--- src/cfd_pkg.sv ---
package cfd_pkg;

    // flag word bit positions
    localparam int FLAG_C = 0;
    localparam int FLAG_Z = 1;
    localparam int FLAG_I = 2;
    localparam int FLAG_D = 3;
    localparam int FLAG_B = 4;
    localparam int FLAG_T = 5;
    localparam int FLAG_V = 6;
    localparam int FLAG_N = 7;

    // reset values
    localparam logic [7:0] FLAGS_RST = 8'h04;
    localparam logic [7:0] SP_RST = 8'hFF;
    localparam logic [7:0] VEC_HI_RST = 8'hFF;

    // memory pages used by the core
    localparam logic [7:0] STACK_PAGE = 8'h01;
    localparam logic [7:0] ZERO_PAGE = 8'h00;

    // break vectoring: source 0 has the highest priority
    localparam int NUM_SRC = 8;
    localparam logic [7:0] VEC_LOW_TOP = 8'hFA;
    localparam logic [7:0] VEC_LOW_BREAK = 8'hDC;

    // register port offsets
    localparam logic [7:0] REG_FLAGS = 8'h00;
    localparam logic [7:0] REG_SP = 8'h04;
    localparam logic [7:0] REG_ACC = 8'h08;
    localparam logic [7:0] REG_IDX = 8'h0C;
    localparam logic [7:0] REG_VEC = 8'h10;

    typedef enum logic [4:0] {
        OP_ADD_CARRY = 5'h00,
        OP_SUB_BORROW = 5'h01,
        OP_AND = 5'h02,
        OP_XOR = 5'h03,
        OP_IOR = 5'h04,
        OP_BIT_SET = 5'h05,
        OP_BIT_CLEAR = 5'h06,
        OP_SHIFT_LEFT = 5'h07,
        OP_SHIFT_RIGHT = 5'h08,
        OP_ROT_LEFT = 5'h09,
        OP_ROT_RIGHT = 5'h0A,
        OP_NIBBLE_ROT = 5'h0B,
        OP_ADD_ONE = 5'h0C,
        OP_SUB_ONE = 5'h0D,
        OP_COMPLEMENT = 5'h0E,
        OP_PUSH_FLAGS = 5'h0F,
        OP_PULL_FLAGS = 5'h10,
        OP_PRODUCT = 5'h11,
        OP_QUOTIENT = 5'h12,
        OP_SW_BREAK = 5'h13,
        OP_CARRY_SET = 5'h14,
        OP_CARRY_CLEAR = 5'h15,
        OP_DECIMAL_ON = 5'h16,
        OP_DECIMAL_OFF = 5'h17,
        OP_XMODE_ON = 5'h18,
        OP_XMODE_OFF = 5'h19,
        OP_LOAD_ACC = 5'h1A,
        OP_LOAD_IDX = 5'h1B,
        OP_IDLE = 5'h1C
    } cfd_op_e;

    typedef enum logic [1:0] {
        ST_IDLE = 2'b00,
        ST_READ = 2'b01,
        ST_MODIFY = 2'b10,
        ST_WRITE = 2'b11
    } cfd_state_e;

    typedef struct packed {
        cfd_op_e code;
        logic [7:0] addr;
        logic [7:0] data;
        logic [2:0] bitSel;
    } cfd_op_req_s;

    typedef struct packed {
        logic rd;
        logic wr;
        logic [15:0] addr;
        logic [7:0] wdata;
    } cfd_mem_cmd_s;

endpackage : cfd_pkg

--- src/cfd_core.sv ---
// Design decisions made here: the address-and-strobe port and the placing of the registers.
`timescale 1ns/1ps

// Behaviour
// - after reset only interrupt-disable is defined, as 1; rest held 0.
// - push-flags stores flag word so it reads back at stack pointer plus one.
// - with D at 1, only add and subtract with carry give decimal results.
// - N, V and Z carry no meaning after decimal arithmetic.
// - decimal carry is 1 on carry, 0 on borrow.
// - break vectors via the top-priority requested, enabled source while interrupt-disable is 1; otherwise via the plain break vector.
// - product and quotient ignore the X-mode and decimal flags.
// - product and quotient leave the flag word unchanged.
// - read-modify-write reads a byte, modifies, writes back same address.
// - RMW: bit ops, shifts, rotates, nibble rotate, inc, dec, complement.
// - with X-mode 1, add, subtract and logic ops become RMW on memory.
module cfd_core
    import cfd_pkg::*;
(
    // clock and reset
    input wire logic mclk,
    input wire logic rst_n,
    // operation request
    input wire cfd_pkg::cfd_op_req_s opReq,
    input wire logic opValid,
    output logic opReady,
    output logic opDone,
    // memory port, read data one cycle after the read strobe
    output cfd_pkg::cfd_mem_cmd_s memCmd,
    input wire logic [7:0] memRdata,
    // interrupt sources
    input wire logic [cfd_pkg::NUM_SRC-1:0] srcReq,
    input wire logic [cfd_pkg::NUM_SRC-1:0] srcEn,
    output logic [15:0] breakVector,
    output logic breakTaken,
    // register port
    input wire logic [7:0] regAddr,
    input wire logic [7:0] regWdata,
    input wire logic regWr,
    input wire logic regRd,
    output logic [7:0] regRdata,
    // core state
    output logic [7:0] flagsWord,
    output logic [7:0] stackPtr,
    output logic [7:0] accum,
    output logic [7:0] idxX
);
    import cfd_pkg::*;

    cfd_state_e stateQ;
    cfd_op_req_s opQ;
    cfd_mem_cmd_s memQ;
    logic memOpQ;
    logic doneQ;
    logic [7:0] flagsQ;
    logic [7:0] spQ;
    logic [7:0] accQ;
    logic [7:0] idxQ;
    logic [7:0] vecHiQ;
    logic [15:0] vecQ;
    logic takenQ;
    logic [7:0] regRdataQ;
    logic accept;
    logic aluOp;
    logic rmwOp;
    logic needRead;
    logic [15:0] readAddr;
    logic [7:0] aluSrc;
    logic [7:0] aluRes;
    logic [7:0] aluFlags;
    logic [15:0] product;
    logic [7:0] quotLo;
    logic [7:0] quotRem;
    logic [NUM_SRC-1:0] pending;
    logic [7:0] selLow;

    // packed-decimal adders; carry out in bit 8
    function automatic logic [8:0] bcdAdd(input logic [7:0] a,
                                          input logic [7:0] b,
                                          input logic c);
        logic [4:0] lo;
        logic [4:0] hi;
        lo = {1'b0, a[3:0]} + {1'b0, b[3:0]} + {4'h0, c};
        if (lo > 5'h09) lo = lo + 5'h06;
        hi = {1'b0, a[7:4]} + {1'b0, b[7:4]} + {4'h0, lo[4]};
        if (hi > 5'h09) hi = hi + 5'h06;
        return {hi[4], hi[3:0], lo[3:0]};
    endfunction : bcdAdd

    function automatic logic [8:0] bcdSub(input logic [7:0] a,
                                          input logic [7:0] b,
                                          input logic c);
        logic [4:0] lo;
        logic [4:0] hi;
        logic bl;
        lo = {1'b0, a[3:0]} - {1'b0, b[3:0]} - {4'h0, ~c};
        bl = lo[4];
        if (bl) lo = lo - 5'h06;
        hi = {1'b0, a[7:4]} - {1'b0, b[7:4]} - {4'h0, bl};
        // carry set means no borrow
        return {~hi[4], hi[4] ? hi[3:0] - 4'h6 : hi[3:0], lo[3:0]};
    endfunction : bcdSub

    // operation classes
    assign aluOp = opReq.code inside {OP_ADD_CARRY, OP_SUB_BORROW, OP_AND,
                                      OP_XOR, OP_IOR};
    assign rmwOp = opReq.code inside {OP_BIT_SET, OP_BIT_CLEAR,
        OP_SHIFT_LEFT, OP_SHIFT_RIGHT, OP_ROT_LEFT, OP_ROT_RIGHT,
        OP_NIBBLE_ROT, OP_ADD_ONE, OP_SUB_ONE, OP_COMPLEMENT};
    assign needRead = rmwOp || (aluOp && flagsQ[FLAG_T]) ||
                      opReq.code == OP_PULL_FLAGS;
    assign opReady = stateQ == ST_IDLE;
    assign accept = opReady && opValid;

    // read target: X-indexed byte replaces the accumulator in X mode
    always_comb begin
        if (opReq.code == OP_PULL_FLAGS) begin
            readAddr = {STACK_PAGE, spQ + 8'h01};
        end else if (aluOp) begin
            readAddr = {ZERO_PAGE, idxQ};
        end else begin
            readAddr = {ZERO_PAGE, opReq.addr};
        end
    end

    // highest-priority requested and enabled source while I is set, lowest index first
    assign pending = srcReq & srcEn;
    always_comb begin
        selLow = VEC_LOW_BREAK;
        for (int i = NUM_SRC - 1; i >= 0; i--) begin
            if (pending[i] && flagsQ[FLAG_I]) begin
                selLow = VEC_LOW_TOP - 8'(2 * i);
            end
        end
    end

    // product and quotient use plain binary, independent of T and D
    assign product = 16'(accQ) * 16'(opQ.data);
    assign quotLo = (opQ.data == 8'h00) ? 8'hFF : accQ / opQ.data;
    assign quotRem = (opQ.data == 8'h00) ? accQ : accQ % opQ.data;

    // data path for the modify step
    always_comb begin
        logic [8:0] sum;
        logic nz;
        sum = 9'h000;
        nz = 1'b0;
        aluSrc = memOpQ ? memRdata : accQ;
        aluRes = aluSrc;
        aluFlags = flagsQ;
        unique case (opQ.code)
            OP_ADD_CARRY: begin
                if (flagsQ[FLAG_D]) begin
                    sum = bcdAdd(aluSrc, opQ.data, flagsQ[FLAG_C]);
                end else begin
                    sum = {1'b0, aluSrc} + {1'b0, opQ.data} +
                          {8'h00, flagsQ[FLAG_C]};
                end
                aluRes = sum[7:0];
                aluFlags[FLAG_C] = sum[8];
                aluFlags[FLAG_V] = (aluSrc[7] == opQ.data[7]) &&
                                   (sum[7] != aluSrc[7]);
                nz = 1'b1;
            end
            OP_SUB_BORROW: begin
                if (flagsQ[FLAG_D]) begin
                    sum = bcdSub(aluSrc, opQ.data, flagsQ[FLAG_C]);
                end else begin
                    sum = {1'b0, aluSrc} + {1'b0, ~opQ.data} +
                          {8'h00, flagsQ[FLAG_C]};
                end
                aluRes = sum[7:0];
                aluFlags[FLAG_C] = sum[8];
                aluFlags[FLAG_V] = (aluSrc[7] != opQ.data[7]) &&
                                   (sum[7] != aluSrc[7]);
                nz = 1'b1;
            end
            OP_AND: begin
                aluRes = aluSrc & opQ.data;
                nz = 1'b1;
            end
            OP_XOR: begin
                aluRes = aluSrc ^ opQ.data;
                nz = 1'b1;
            end
            OP_IOR: begin
                aluRes = aluSrc | opQ.data;
                nz = 1'b1;
            end
            OP_BIT_SET: aluRes = aluSrc | (8'h01 << opQ.bitSel);
            OP_BIT_CLEAR: aluRes = aluSrc & ~(8'h01 << opQ.bitSel);
            OP_SHIFT_LEFT: begin
                {aluFlags[FLAG_C], aluRes} = {aluSrc, 1'b0};
                nz = 1'b1;
            end
            OP_SHIFT_RIGHT: begin
                {aluRes, aluFlags[FLAG_C]} = {1'b0, aluSrc};
                nz = 1'b1;
            end
            OP_ROT_LEFT: begin
                {aluFlags[FLAG_C], aluRes} = {aluSrc, flagsQ[FLAG_C]};
                nz = 1'b1;
            end
            OP_ROT_RIGHT: begin
                {aluRes, aluFlags[FLAG_C]} = {flagsQ[FLAG_C], aluSrc};
                nz = 1'b1;
            end
            OP_NIBBLE_ROT: aluRes = {aluSrc[3:0], aluSrc[7:4]};
            OP_ADD_ONE: begin
                aluRes = aluSrc + 8'h01;
                nz = 1'b1;
            end
            OP_SUB_ONE: begin
                aluRes = aluSrc - 8'h01;
                nz = 1'b1;
            end
            OP_COMPLEMENT: begin
                aluRes = ~aluSrc;
                nz = 1'b1;
            end
            OP_PULL_FLAGS: aluFlags = memRdata;
            OP_CARRY_SET: aluFlags[FLAG_C] = 1'b1;
            OP_CARRY_CLEAR: aluFlags[FLAG_C] = 1'b0;
            OP_DECIMAL_ON: aluFlags[FLAG_D] = 1'b1;
            OP_DECIMAL_OFF: aluFlags[FLAG_D] = 1'b0;
            OP_XMODE_ON: aluFlags[FLAG_T] = 1'b1;
            OP_XMODE_OFF: aluFlags[FLAG_T] = 1'b0;
            OP_LOAD_ACC, OP_LOAD_IDX: begin
                aluRes = opQ.data;
                nz = 1'b1;
            end
            OP_PUSH_FLAGS, OP_PRODUCT, OP_QUOTIENT, OP_SW_BREAK,
            OP_IDLE: aluFlags = flagsQ;
            default: aluFlags = flagsQ;
        endcase
        if (nz) begin
            aluFlags[FLAG_N] = aluRes[7];
            aluFlags[FLAG_Z] = aluRes == 8'h00;
        end
    end

    // sequencer: accept, read, modify, write back
    always_ff @(posedge mclk or negedge rst_n) begin
        if (!rst_n) begin
            stateQ <= ST_IDLE;
            opQ <= '0;
            memOpQ <= 1'b0;
            doneQ <= 1'b0;
        end else begin
            doneQ <= 1'b0;
            unique case (stateQ)
                ST_IDLE: begin
                    if (accept) begin
                        opQ <= opReq;
                        memOpQ <= needRead;
                        if (needRead) begin
                            stateQ <= ST_READ;
                        end else if (opReq.code inside {OP_PUSH_FLAGS,
                                                        OP_SW_BREAK}) begin
                            stateQ <= ST_WRITE;
                        end else begin
                            stateQ <= ST_MODIFY;
                        end
                    end
                end
                ST_READ: stateQ <= ST_MODIFY;
                ST_MODIFY: begin
                    // only memory-sourced ops other than pull write back
                    if (memOpQ && opQ.code != OP_PULL_FLAGS) begin
                        stateQ <= ST_WRITE;
                    end else begin
                        stateQ <= ST_IDLE;
                        doneQ <= 1'b1;
                    end
                end
                ST_WRITE: begin
                    stateQ <= ST_IDLE;
                    doneQ <= 1'b1;
                end
            endcase
        end
    end

    // memory strobes, one cycle each; write-back reuses the read address
    always_ff @(posedge mclk or negedge rst_n) begin
        if (!rst_n) begin
            memQ <= '0;
        end else begin
            memQ.rd <= 1'b0;
            memQ.wr <= 1'b0;
            if (accept && needRead) begin
                memQ.rd <= 1'b1;
                memQ.addr <= readAddr;
            end else if (accept && opReq.code inside {OP_PUSH_FLAGS,
                                                      OP_SW_BREAK}) begin
                memQ.wr <= 1'b1;
                memQ.addr <= {STACK_PAGE, spQ};
                memQ.wdata <= flagsQ |
                    ((opReq.code == OP_SW_BREAK) ? 8'(1 << FLAG_B) : 8'h00);
            end else if (stateQ == ST_MODIFY && memOpQ &&
                         opQ.code != OP_PULL_FLAGS) begin
                memQ.wr <= 1'b1;
                memQ.wdata <= aluRes;
            end
        end
    end

    // stack pointer: post-decrement on push, pre-increment on pull
    always_ff @(posedge mclk or negedge rst_n) begin
        if (!rst_n) begin
            spQ <= SP_RST;
        end else if (accept && opReq.code inside {OP_PUSH_FLAGS,
                                                  OP_SW_BREAK}) begin
            spQ <= spQ - 8'h01;
        end else if (accept && opReq.code == OP_PULL_FLAGS) begin
            spQ <= spQ + 8'h01;
        end
    end

    // flag word; break masks further interrupts after stacking
    always_ff @(posedge mclk or negedge rst_n) begin
        if (!rst_n) begin
            flagsQ <= FLAGS_RST;
        end else if (accept && opReq.code == OP_SW_BREAK) begin
            flagsQ[FLAG_I] <= 1'b1;
        end else if (stateQ == ST_MODIFY) begin
            flagsQ <= aluFlags;
        end
    end

    // accumulator and index; memory destinations leave them alone
    always_ff @(posedge mclk or negedge rst_n) begin
        if (!rst_n) begin
            accQ <= 8'h00;
            idxQ <= 8'h00;
        end else if (stateQ == ST_MODIFY) begin
            unique case (opQ.code)
                OP_PRODUCT: {idxQ, accQ} <= product;
                OP_QUOTIENT: begin
                    accQ <= quotLo;
                    idxQ <= quotRem;
                end
                OP_LOAD_IDX: idxQ <= aluRes;
                OP_LOAD_ACC: accQ <= aluRes;
                OP_ADD_CARRY, OP_SUB_BORROW, OP_AND, OP_XOR,
                OP_IOR: if (!memOpQ) accQ <= aluRes;
                default: accQ <= accQ;
            endcase
        end
    end

    // break vector, latched when the break is taken
    always_ff @(posedge mclk or negedge rst_n) begin
        if (!rst_n) begin
            vecQ <= 16'h0000;
            takenQ <= 1'b0;
        end else begin
            takenQ <= accept && opReq.code == OP_SW_BREAK;
            if (accept && opReq.code == OP_SW_BREAK) begin
                vecQ <= {vecHiQ, selLow};
            end
        end
    end

    // register port; unmapped offsets read zero
    always_ff @(posedge mclk or negedge rst_n) begin
        if (!rst_n) begin
            vecHiQ <= VEC_HI_RST;
            regRdataQ <= 8'h00;
        end else begin
            if (regWr && regAddr == REG_VEC) begin
                vecHiQ <= regWdata;
            end
            if (regRd) begin
                unique case (regAddr)
                    REG_FLAGS: regRdataQ <= flagsQ;
                    REG_SP: regRdataQ <= spQ;
                    REG_ACC: regRdataQ <= accQ;
                    REG_IDX: regRdataQ <= idxQ;
                    REG_VEC: regRdataQ <= vecHiQ;
                    default: regRdataQ <= 8'h00;
                endcase
            end
        end
    end

    assign opDone = doneQ;
    assign memCmd = memQ;
    assign breakVector = vecQ;
    assign breakTaken = takenQ;
    assign regRdata = regRdataQ;
    assign flagsWord = flagsQ;
    assign stackPtr = spQ;
    assign accum = accQ;
    assign idxX = idxQ;

    // assertion helpers
    logic anyOpQ;
    always_ff @(posedge mclk or negedge rst_n) begin
        if (!rst_n) anyOpQ <= 1'b0;
        else if (accept) anyOpQ <= 1'b1;
    end
endmodule : cfd_core

--- config.mk ---
export PLATFORM = sky130hd
export DESIGN_NAME = cfd_core
export DESIGN_NICKNAME = d
export VERILOG_FILES = /design/src/cfd_pkg.sv /design/src/cfd_core.sv
export SDC_FILE = /design/constraint.sdc
export NUM_CORES = 1
export LEC_CHECK = 0
export ABC_CLOCK_PERIOD_IN_PS = 11700
export BUFFER_PORTS_ARGS = -buffer_cell sky130_fd_sc_hd__buf_4
export CAP_MARGIN = 20
export CELL_PAD_IN_SITES_DETAIL_PLACEMENT = 1
export CELL_PAD_IN_SITES_GLOBAL_PLACEMENT = 1
export CORE_AREA = 2 2 210 212
export DETAILED_ROUTE_END_ITERATION = 6
export DIE_AREA = 0 0 212 214
export HOLD_SLACK_MARGIN = 0.08
export PLACE_DENSITY_LB_ADDON = 0.08
export REMOVE_ABC_BUFFERS = 1
export SLEW_MARGIN = 20
export SYNTH_ARGS = -nofsm -noshare
export SYNTH_HDL_FRONTEND = slang
export SYNTH_SLANG_ARGS = --single-unit
export TNS_END_PERCENT = 1
--- constraint.sdc ---
create_clock -name mclk -period 11.7 [get_ports mclk]
set_input_delay 1.17 -clock mclk [delete_from_list [all_inputs] [get_ports mclk]]
set_output_delay 1.17 -clock mclk [all_outputs]
set_load 0.1 [all_outputs]
# After elaboration in Yosys (flattened, before gate mapping)
# Cells that the tools add are included.
# totals
input_bits,69
regBits,111
out_inout_bits,85
# op_classes
n_addsub,20
div,2
muxes,57
magnitude_cmp,2
mul,1
shift,1
reduce_logical,59
n_eq_ne,56
bitwise,14
# ops
operator,count
$pmux W8 S16,1
$mux W8,11
$eq A5 B4 Y1 const B,15
$eq A5 B5 Y1 const B,13
$mux W16,3
$eq A5 B3 Y1 const B,8
$pmux W8 S5,1
$mux W6,6
$mux W9,4
$pmux W8 S4,1
$mux W5,5
$and A8 B8 Y8,3
$logic_not A8 Y1,3
$not A8 Y8,3
$pmux W8 S3,1
$reduce_and A3 Y1,7
$eq A5 B2 Y1 const B,4
$logic_and A1 B1 Y1,20
$add A8 B8 Y9,2
$add A9 B1 Y9,2
$add A8 B1 Y8 const B,2
$eq A8 B4 Y1 const B,2
$mul A8 B8 Y16,1
$or A8 B8 Y8,2
45 further kinds,92

# Longest topological paths before layout
# Gate-level depths: netlist of the first run.
# depth
ltp_word,17
mapped_depth,53
depth_no_buf,51

# Worst setup path before layout of the first run
# Ideal clock, no wire load.
# synth_timing
kind,reg2reg
start,"reg accQ[7], in the netlist accum[7]"
end,"reg idxQ[4], in the netlist idxX[4]"
setup_ns,0.124
t_arrival_ns,11.169
path_stages_with_launch,46
path_buffers,2
period_less_slack_ns,11.293
slack_ns,0.407
path_cell_list,dfrtp_1 ha_1 nor4b_1 a21oi_1 ha_1 nor4b_1 nor4b_1 o22ai_1 inv_1 ha_1 o211ai_1 a211oi_2 mux2i_1 inv_1 ha_1 o211ai_1 a21oi_1 o21ai_0 (+10 left out) o22a_1 a41o_1 clkbuf_1 o21ba_2 ha_1 nand2_1 nor4_1 a21o_1 clkbuf_1 mux2_2 ha_1 and3_1 nand4_1 a311oi_1 nor2_1 a221oi_1 nor3_1 a211o_1
# synth_between
elab_chain_cells,9
elab_cells_between_ends,17
classes_between,4 x add/sub; 1 x mul; 1 x div; 1 x order compare; 10 x mux
# synth_rtl
item,line,source
"start, declared",cfd_core.sv:56,logic [7:0] accQ;
"start signal, assigned",cfd_core.sv:337,"OP_PRODUCT: {idxQ, accQ} <= product;"
"start signal, assigned",cfd_core.sv:339,accQ <= quotLo;
"start signal, assigned",cfd_core.sv:343,OP_LOAD_ACC: accQ <= aluRes;
"parallel branches: the longest is 8 deep, another holds $mod A8 B8 Y8",n/a,
$pmux W8 S3 *,cfd_core.sv:336,unique case (opQ.code)
"end signal, assigned",cfd_core.sv:337,
"end signal, assigned",cfd_core.sv:340,idxQ <= quotRem;
"end signal, assigned",cfd_core.sv:342,OP_LOAD_IDX: idxQ <= aluRes;
"end, declared",cfd_core.sv:57,logic [7:0] idxQ;
# Every way passes the cells marked *. The select of a mux whose other input is x is not followed.
# A chain may end at the register's enable or synchronous reset.

# Worst setup path after layout of the first run
# layout_timing
start,reg opQ[7] (netlist bit)
end,"reg idxQ[4], in the netlist idxX[4]"
# layout_between
elab_chain_cells,8
elab_cells_between_ends,27
classes_between,10 x add/sub; 1 x mul; 1 x div; 1 x order compare; 9 x mux; 4 x bitwise; 1 x reduce/logical
# layout_rtl
item,line,source
"start, declared",cfd_core.sv:50,cfd_op_req_s opQ;
"start signal, assigned",cfd_core.sv:253,opQ <= opReq;
"parallel branches: the longest is 7 deep, another holds $mod A8 B8 Y8",n/a,
$pmux W8 S3 *,cfd_core.sv:336,
# Marks and branches as above.

==> results of run 1 <==
stage by stage:
stage	hold WS (ns)	util, %	instance area (um2)	instances
CTS	0.497	34.5	14800	2292
global route	0.517	34.8	14900	2294
global placement	0.463	33.8	14500	2275
finish	0.489	34.8	14900	2295
floorplan	0.473	-	12400	1505
detailed placement	0.472	33.8	14500	2275
state kept, by name, indices dropped and copies added, names as in the netlist:
register	cells
idxX	8
stateQ	2
memOpQ	1
opDone	1
stackPtr	8
breakVector	14
memCmd	19
breakTaken	1
vecHiQ	8
regRdata	8
flagsWord	8
accum	8
opQ	16
worst max-delay path by stage:
stage,cells past startpoint,endpoint,slack (ns)
6_report,51,idxX[4],0.67
5_1_grt,50,idxX[1],-0.02
4_1_cts,47,idxX[4],0.02
3_5_place_dp,46,idxX[4],-0.11
3_3_place_gp,46,idxX[1],0.40
2_1_floorplan,44,idxX[4],0.50
kinds of logic (layout without fill, tap and decap cells):
family / count (synthesis) / in the layout / share of synthesized area [%]
compound gates: 463 / 463 / 25.0
xor+xnor: 56 / 56 / 3.84
fa+ha+maj: 163 / 163 / 18.8
buf+inv: 196 / 310 / 6.44
flops: 102 / 102 / 20.2
mux: 55 / 55 / 4.93
other cells: 1 / 9 / 0.0294
simple gates: 552 / 552 / 20.8
worst min-delay path: cells and delay by family, from the launching register on:
kind,cells,cell delay [ns]
DFF,1,0.36
and+or+nand+nor,2,0.10
placed cells by master (no fill, tap or decap), types with 9 or more instances in the layout:
| master | synthesis | routed |
|---|---|---|
| or3_1 | 13 | 13 |
| nand2b_1 | 24 | 24 |
| and2_1 | 25 | 26 |
| o21ai_0 | 97 | 94 |
| xor2_1 | 19 | 19 |
| o21a_1 | 26 | 26 |
| a22o_1 | 16 | 16 |
| dfrtp_1 | 85 | 85 |
| a21o_1 | 13 | 12 |
| mux2_2 | 23 | 23 |
| a222oi_1 | 9 | 9 |
| mux2i_1 | 26 | 26 |
| a31oi_1 | 17 | 16 |
| nor2b_1 | 18 | 18 |
| a21oi_1 | 98 | 94 |
| ha_1 | 115 | 115 |
| inv_1 | 101 | 101 |
| o22ai_1 | 12 | 12 |
| a221oi_1 | 11 | 10 |
| o211ai_1 | 15 | 15 |
| xnor2_1 | 37 | 37 |
| nor3_1 | 43 | 39 |
| a32oi_1 | 9 | 9 |
| buf_4 | 13 | 188 |
| clkbuf_16 | 0 | 9 |
| dfstp_2 | 17 | 17 |
| nand2_1 | 211 | 210 |
| and3_1 | 10 | 10 |
| a211oi_1 | 26 | 25 |
| fa_1 | 48 | 48 |
| nor2_1 | 120 | 119 |
| nand3_1 | 24 | 24 |
layer usage:
metal | track usage (%) | vias up
met2 | 39.1 | 340
met4 | 7.25 | 0
met5 | 0 | -
li1 | - | 5955
met3 | 3.55 | 64
met1 | 34.5 | 6499
repair_timing:
item,4_1_cts,5_1_grt
buffers inserted,1,2
pin swaps,1,4
hold buffers,0,0
resized for setup,1,23
setup endpoints to repair,3,9
layout make-up:
class	instances	area (um2)	area share [%]
well taps	585	732	4.91
multi-input cells	1297	9500	63.7
inverters	106	398	2.67
flip-flops and latches	102	2570	17.3
diodes	1	2.50	0.0168
repair buffers	188	1410	9.46
clock buffers	11	253	1.69
clock inverters	5	47.5	0.319
==> results.sh, run 1 <==
export IMPL_status="finished with violations"
export IMPL_violations="design-rule violations"
export IMPL_slew_viol_final=0
export IMPL_ys_flop_type="dfrtp_1"
export IMPL_numCtsBuffers=9
export IMPL_drive_above_1_share_pct=17.5
export IMPL_clk_pin_slew_worst_paths_ns=0.08
export IMPL_routedWlPerCell_um=24.3
export IMPL_clock_fmax_mhz=90.7
export IMPL_top_layer="met4"
export IMPL_wl_met1_um=26400
export IMPL_final_min_clock_period_ns=11.03
export IMPL_ys_seq_area_share_pct=20.2
export IMPL_num_rows=76
export IMPL_ys_ff_latch=102
export IMPL_crit_arrival_ns=11.30
export IMPL_skew_ns=0.0189
export IMPL_overflow=0
export IMPL_htree_levels=3
export IMPL_hold_violations=0
export IMPL_die_y_um=214
export IMPL_slowest_delay_ns=0.41
export IMPL_cp_startpoint="opQ[7]"
export IMPL_vias_per_cell=5.60
export IMPL_worst_slack_ns=0.671
export IMPL_grt_use_total_pct=24.6
export IMPL_fin_crit_sh_pct=94.3
export IMPL_port_buffers=145
export IMPL_start_util_pct=29.8
export IMPL_grt_max_degree=64
export IMPL_met3WireLength_um=2620
export IMPL_dp_hpwl_um=43400
export IMPL_wl_met2_um=25300
export IMPL_relSlewSlack_pct=25.4
export IMPL_min_path_cells=2
export IMPL_dp_worst_setup_slack_ns=-0.107
export IMPL_fp_dieW_um=212
export IMPL_syn_avg_cell_area_um2=8.04
export IMPL_path_delay_family="compound AO/OA/AOI/OAI gates"
export IMPL_synthCells=1588
export IMPL_ant_nets=0
export IMPL_yosys_warnings=0
export IMPL_dr_total_vias=12900
export IMPL_core_mm2=0.0429
export IMPL_drt_pass1_iter_count=7
export IMPL_r2r_slack_ns=0.67
export IMPL_async_flop_share_pct=100
export IMPL_required_ns=11.98
export IMPL_netlist_area_leader_share_pct=16.7
export IMPL_design_die_area_mm2=0.0454
export IMPL_drcViolationCount=21
export IMPL_synthDistinctLibCells=96
export IMPL_synth_area_leaders="dfrtp_1 (17%), ha_1 (11%), fa_1 (7.5%)"
export IMPL_rr_startpoint="opQ[7]"
export IMPL_syn_area_mm2=0.0128
export IMPL_final_nets=1936
export IMPL_holdCritPathClass="flop to flop"
export IMPL_insertion_delay_ns=0.39
export IMPL_cts_buffer_depth=2
export IMPL_nFillCells=5163
export IMPL_finalSetupViolations=0
export IMPL_synth_top_cells_by_count="nand2_1 (211), nor2_1 (120), ha_1 (115)"
export IMPL_place_congestion=0.928
export IMPL_path_buf_inv=7
export IMPL_timing_rr_end="idxX[4]"
export IMPL_hold_start="breakVector[8]"
export IMPL_critical_path_startpoint_type="flop"
export IMPL_yosysMostFrequentCell="nand2_1"
export IMPL_grt_pass1_vias=13300
export IMPL_cap_violations=0
export IMPL_wirelength_um=55700
export IMPL_yosys_area_top_type="dfrtp_1"
export IMPL_cts_num_sinks=102
export IMPL_antenna_found_initial=0
export IMPL_endpoint_kind="flop"
export IMPL_ff2ff_path_depth=51
export IMPL_grt_pass1_wl_um=84400
export IMPL_synth_edff_count=0
export IMPL_io_pins=154
export IMPL_synthToLayoutAreaGrowth_pct=16.9
export IMPL_fin_tns_setup_ns=0
export IMPL_crit_type="flop to flop"
export IMPL_hold_path_endpoint="breakVector[8]"
export IMPL_cts_tree="yes"
export IMPL_worst_slew_pin_slew_ns=1.11
export IMPL_crit_top_cell="ha_1"
export IMPL_clockRootBuffer="clkbuf_16"
export IMPL_crit_fanout=10
export IMPL_drtIter0Drc=1100
export IMPL_critPathSlowestCell="dfrtp_1"
Power of run 1 is left out: the tool's default activity adds up to more than one toggle a clock period on the data nets, which glitch-free logic cannot reach.
==> run 2: changes to the inputs <==
- CTS_BUF_LIST: default -> sky130_fd_sc_hd__clkbuf_16
- GPL_TIMING_DRIVEN: default -> 0
==> run 2 against run 1 <==
Against the previous run:
- the flow now finishes without violations
- design area grew 1.2%
- register-to-register slack lost 0.08 ns
- highest routed layer unchanged
- non-clock buffer count shrank 8
- wire length shrank 2.3%
==> results.sh, run 2 (synthesis gave the netlist of run 1 again) <==
export IMPL_slew_viol_final=0
export IMPL_crit_fanout=16
export IMPL_clockRootBuffer="clkbuf_16"
export IMPL_ant_nets=0
export IMPL_cap_violations=0
export IMPL_slowest_delay_ns=0.54
export IMPL_start_util_pct=29.8
export IMPL_wirelength_um=54500
export IMPL_final_min_clock_period_ns=11.11
export IMPL_grt_pass1_wl_um=82500
export IMPL_final_area_mm2=0.0151
export IMPL_fin_crit_sh_pct=95.0
export IMPL_antenna_found_initial=0
export IMPL_drcViolationCount=0
export IMPL_holdBufCountCts=0
export IMPL_critical_path_startpoint_type="flop"
export IMPL_num_rows=76
export IMPL_dr_total_vias=12800
export IMPL_cts_buffer_depth=2
export IMPL_status="finished clean"
export IMPL_port_buffers=145
export IMPL_core_mm2=0.0429
export IMPL_synthToLayoutAreaGrowth_pct=18.3
export IMPL_endpoint_kind="flop"
export IMPL_grt_pass1_vias=12900
export IMPL_hold_violations=0
export IMPL_fp_dieW_um=212
export IMPL_clk_pin_slew_worst_paths_ns=0.08
export IMPL_r2r_slack_ns=0.59
export IMPL_required_ns=11.97
export IMPL_clock_fmax_mhz=90.0
export IMPL_worst_slew_pin_slew_ns=1.08
export IMPL_placed_cell_area_mm2=0.0143
export IMPL_crit_type="flop to flop"
export IMPL_relSlewSlack_pct=28.2
export IMPL_place_congestion=0.907
export IMPL_drt_pass1_iter_count=6
export IMPL_numCtsBuffers=9
export IMPL_io_pins=154
export IMPL_crit_top_cell="ha_1"
export IMPL_die_y_um=214
export IMPL_drtIter0Drc=881
export IMPL_min_path_cells=2
export IMPL_cts_tree="yes"
export IMPL_skew_ns=0.0149
export IMPL_final_nets=1928
export IMPL_design_die_area_mm2=0.0454
export IMPL_grt_use_total_pct=23.9
export IMPL_routedWlPerCell_um=23.8
export IMPL_path_buf_inv=4
export IMPL_finalSetupViolations=0
export IMPL_layout_commonest_cell="nand2_1"
export IMPL_insertion_delay_ns=0.39
export IMPL_vias_per_cell=5.58
export IMPL_path_delay_family="compound AO/OA/AOI/OAI gates"
export IMPL_crit_arrival_ns=11.39
export IMPL_dp_hpwl_um=41500
export IMPL_stdcell_count=2286
export IMPL_final_cell_mix="nand2_1 (209), buf_4 (177), nor2_1 (119)"
export IMPL_htree_levels=3
export IMPL_cts_num_sinks=102
export IMPL_drive_above_1_share_pct=19.5
export IMPL_cp_depth=48
export IMPL_holdCritPathClass="flop to flop"
export IMPL_critPathSlowestCell="dfrtp_4"
export IMPL_grt_max_degree=64
export IMPL_place_inst=2236
export IMPL_antenna_cells=0
export IMPL_overflow=0
export IMPL_largest_reg_flops=19
export IMPL_ff2ff_path_depth=48
==> run 2: area by class of cell <==
type	instances	area, um2
sequential	102	2610
clock inverter	7	88.8
timing repair buffer	180	1380
inverter	106	405
clock buffer	9	225
tap	585	732
fill	5123	27800
multi-input combinational	1297	9660
==> run 2: layer usage <==
metal | global-route usage, % | vias up | part of all wire [%]
li1 | - | 5964 | -
met1 | 34.5 | 6458 | 48
met2 | 38.6 | 297 | 46
met3 | 2.48 | 47 | 3.9
met4 | 4.91 | 0 | 2.1
met5 | 0 | - | 0
==> run 2: worst register-to-register path: cells and delay by family, from the launching register on <==
family | cells | cell delay (ns)
buf+inv | 4 | 0.42
fa+ha+maj | 7 | 1.92
simple gates | 13 | 2.54
compound gates | 21 | 4.55
flops | 1 | 0.54
mux | 3 | 1.02
==> run 2: through the flow <==
| stage | setup slack (ns) | util [%] | hold slack, ns | TNS (ns) |
|---|---|---|---|---|
| after floorplan | 0.502 | - | 0.473 | 0 |
| after global placement | -2.44 | 33.1 | 0.461 | -18.83 |
| after detailed placement | -2.23 | 33.3 | 0.469 | -17.25 |
| after CTS | 0.00804 | 34.4 | 0.493 | 0 |
| after global routing | -0.0405 | 35.2 | 0.523 | -0.0405 |
| final | 0.587 | 35.2 | 0.486 | 0 |
==> run 2: worst paths after layout <==
kind / to / from
setup / recovery: idxX[7] / opQ[10]
hold / removal: breakVector[9] / breakVector[9]
setup reg to reg: idxX[7] / opQ[10]
hold reg to reg: breakVector[9] / breakVector[9]
max in group asynchronous: vecHiQ[6] / rst_n
min in group asynchronous: flagsWord[5] / rst_n
==> run 2: what timing repair did <==
action / CTS / global route
gates resized for setup: 32 / 31
endpoints found under the setup margin: 9 / 9
cloned: 0 / 0
setup buffers: 10 / 24
endpoints found under the hold margin: 0 / 0
pin swaps: 5 / 13
Power of run 2 is left out for the same reason.
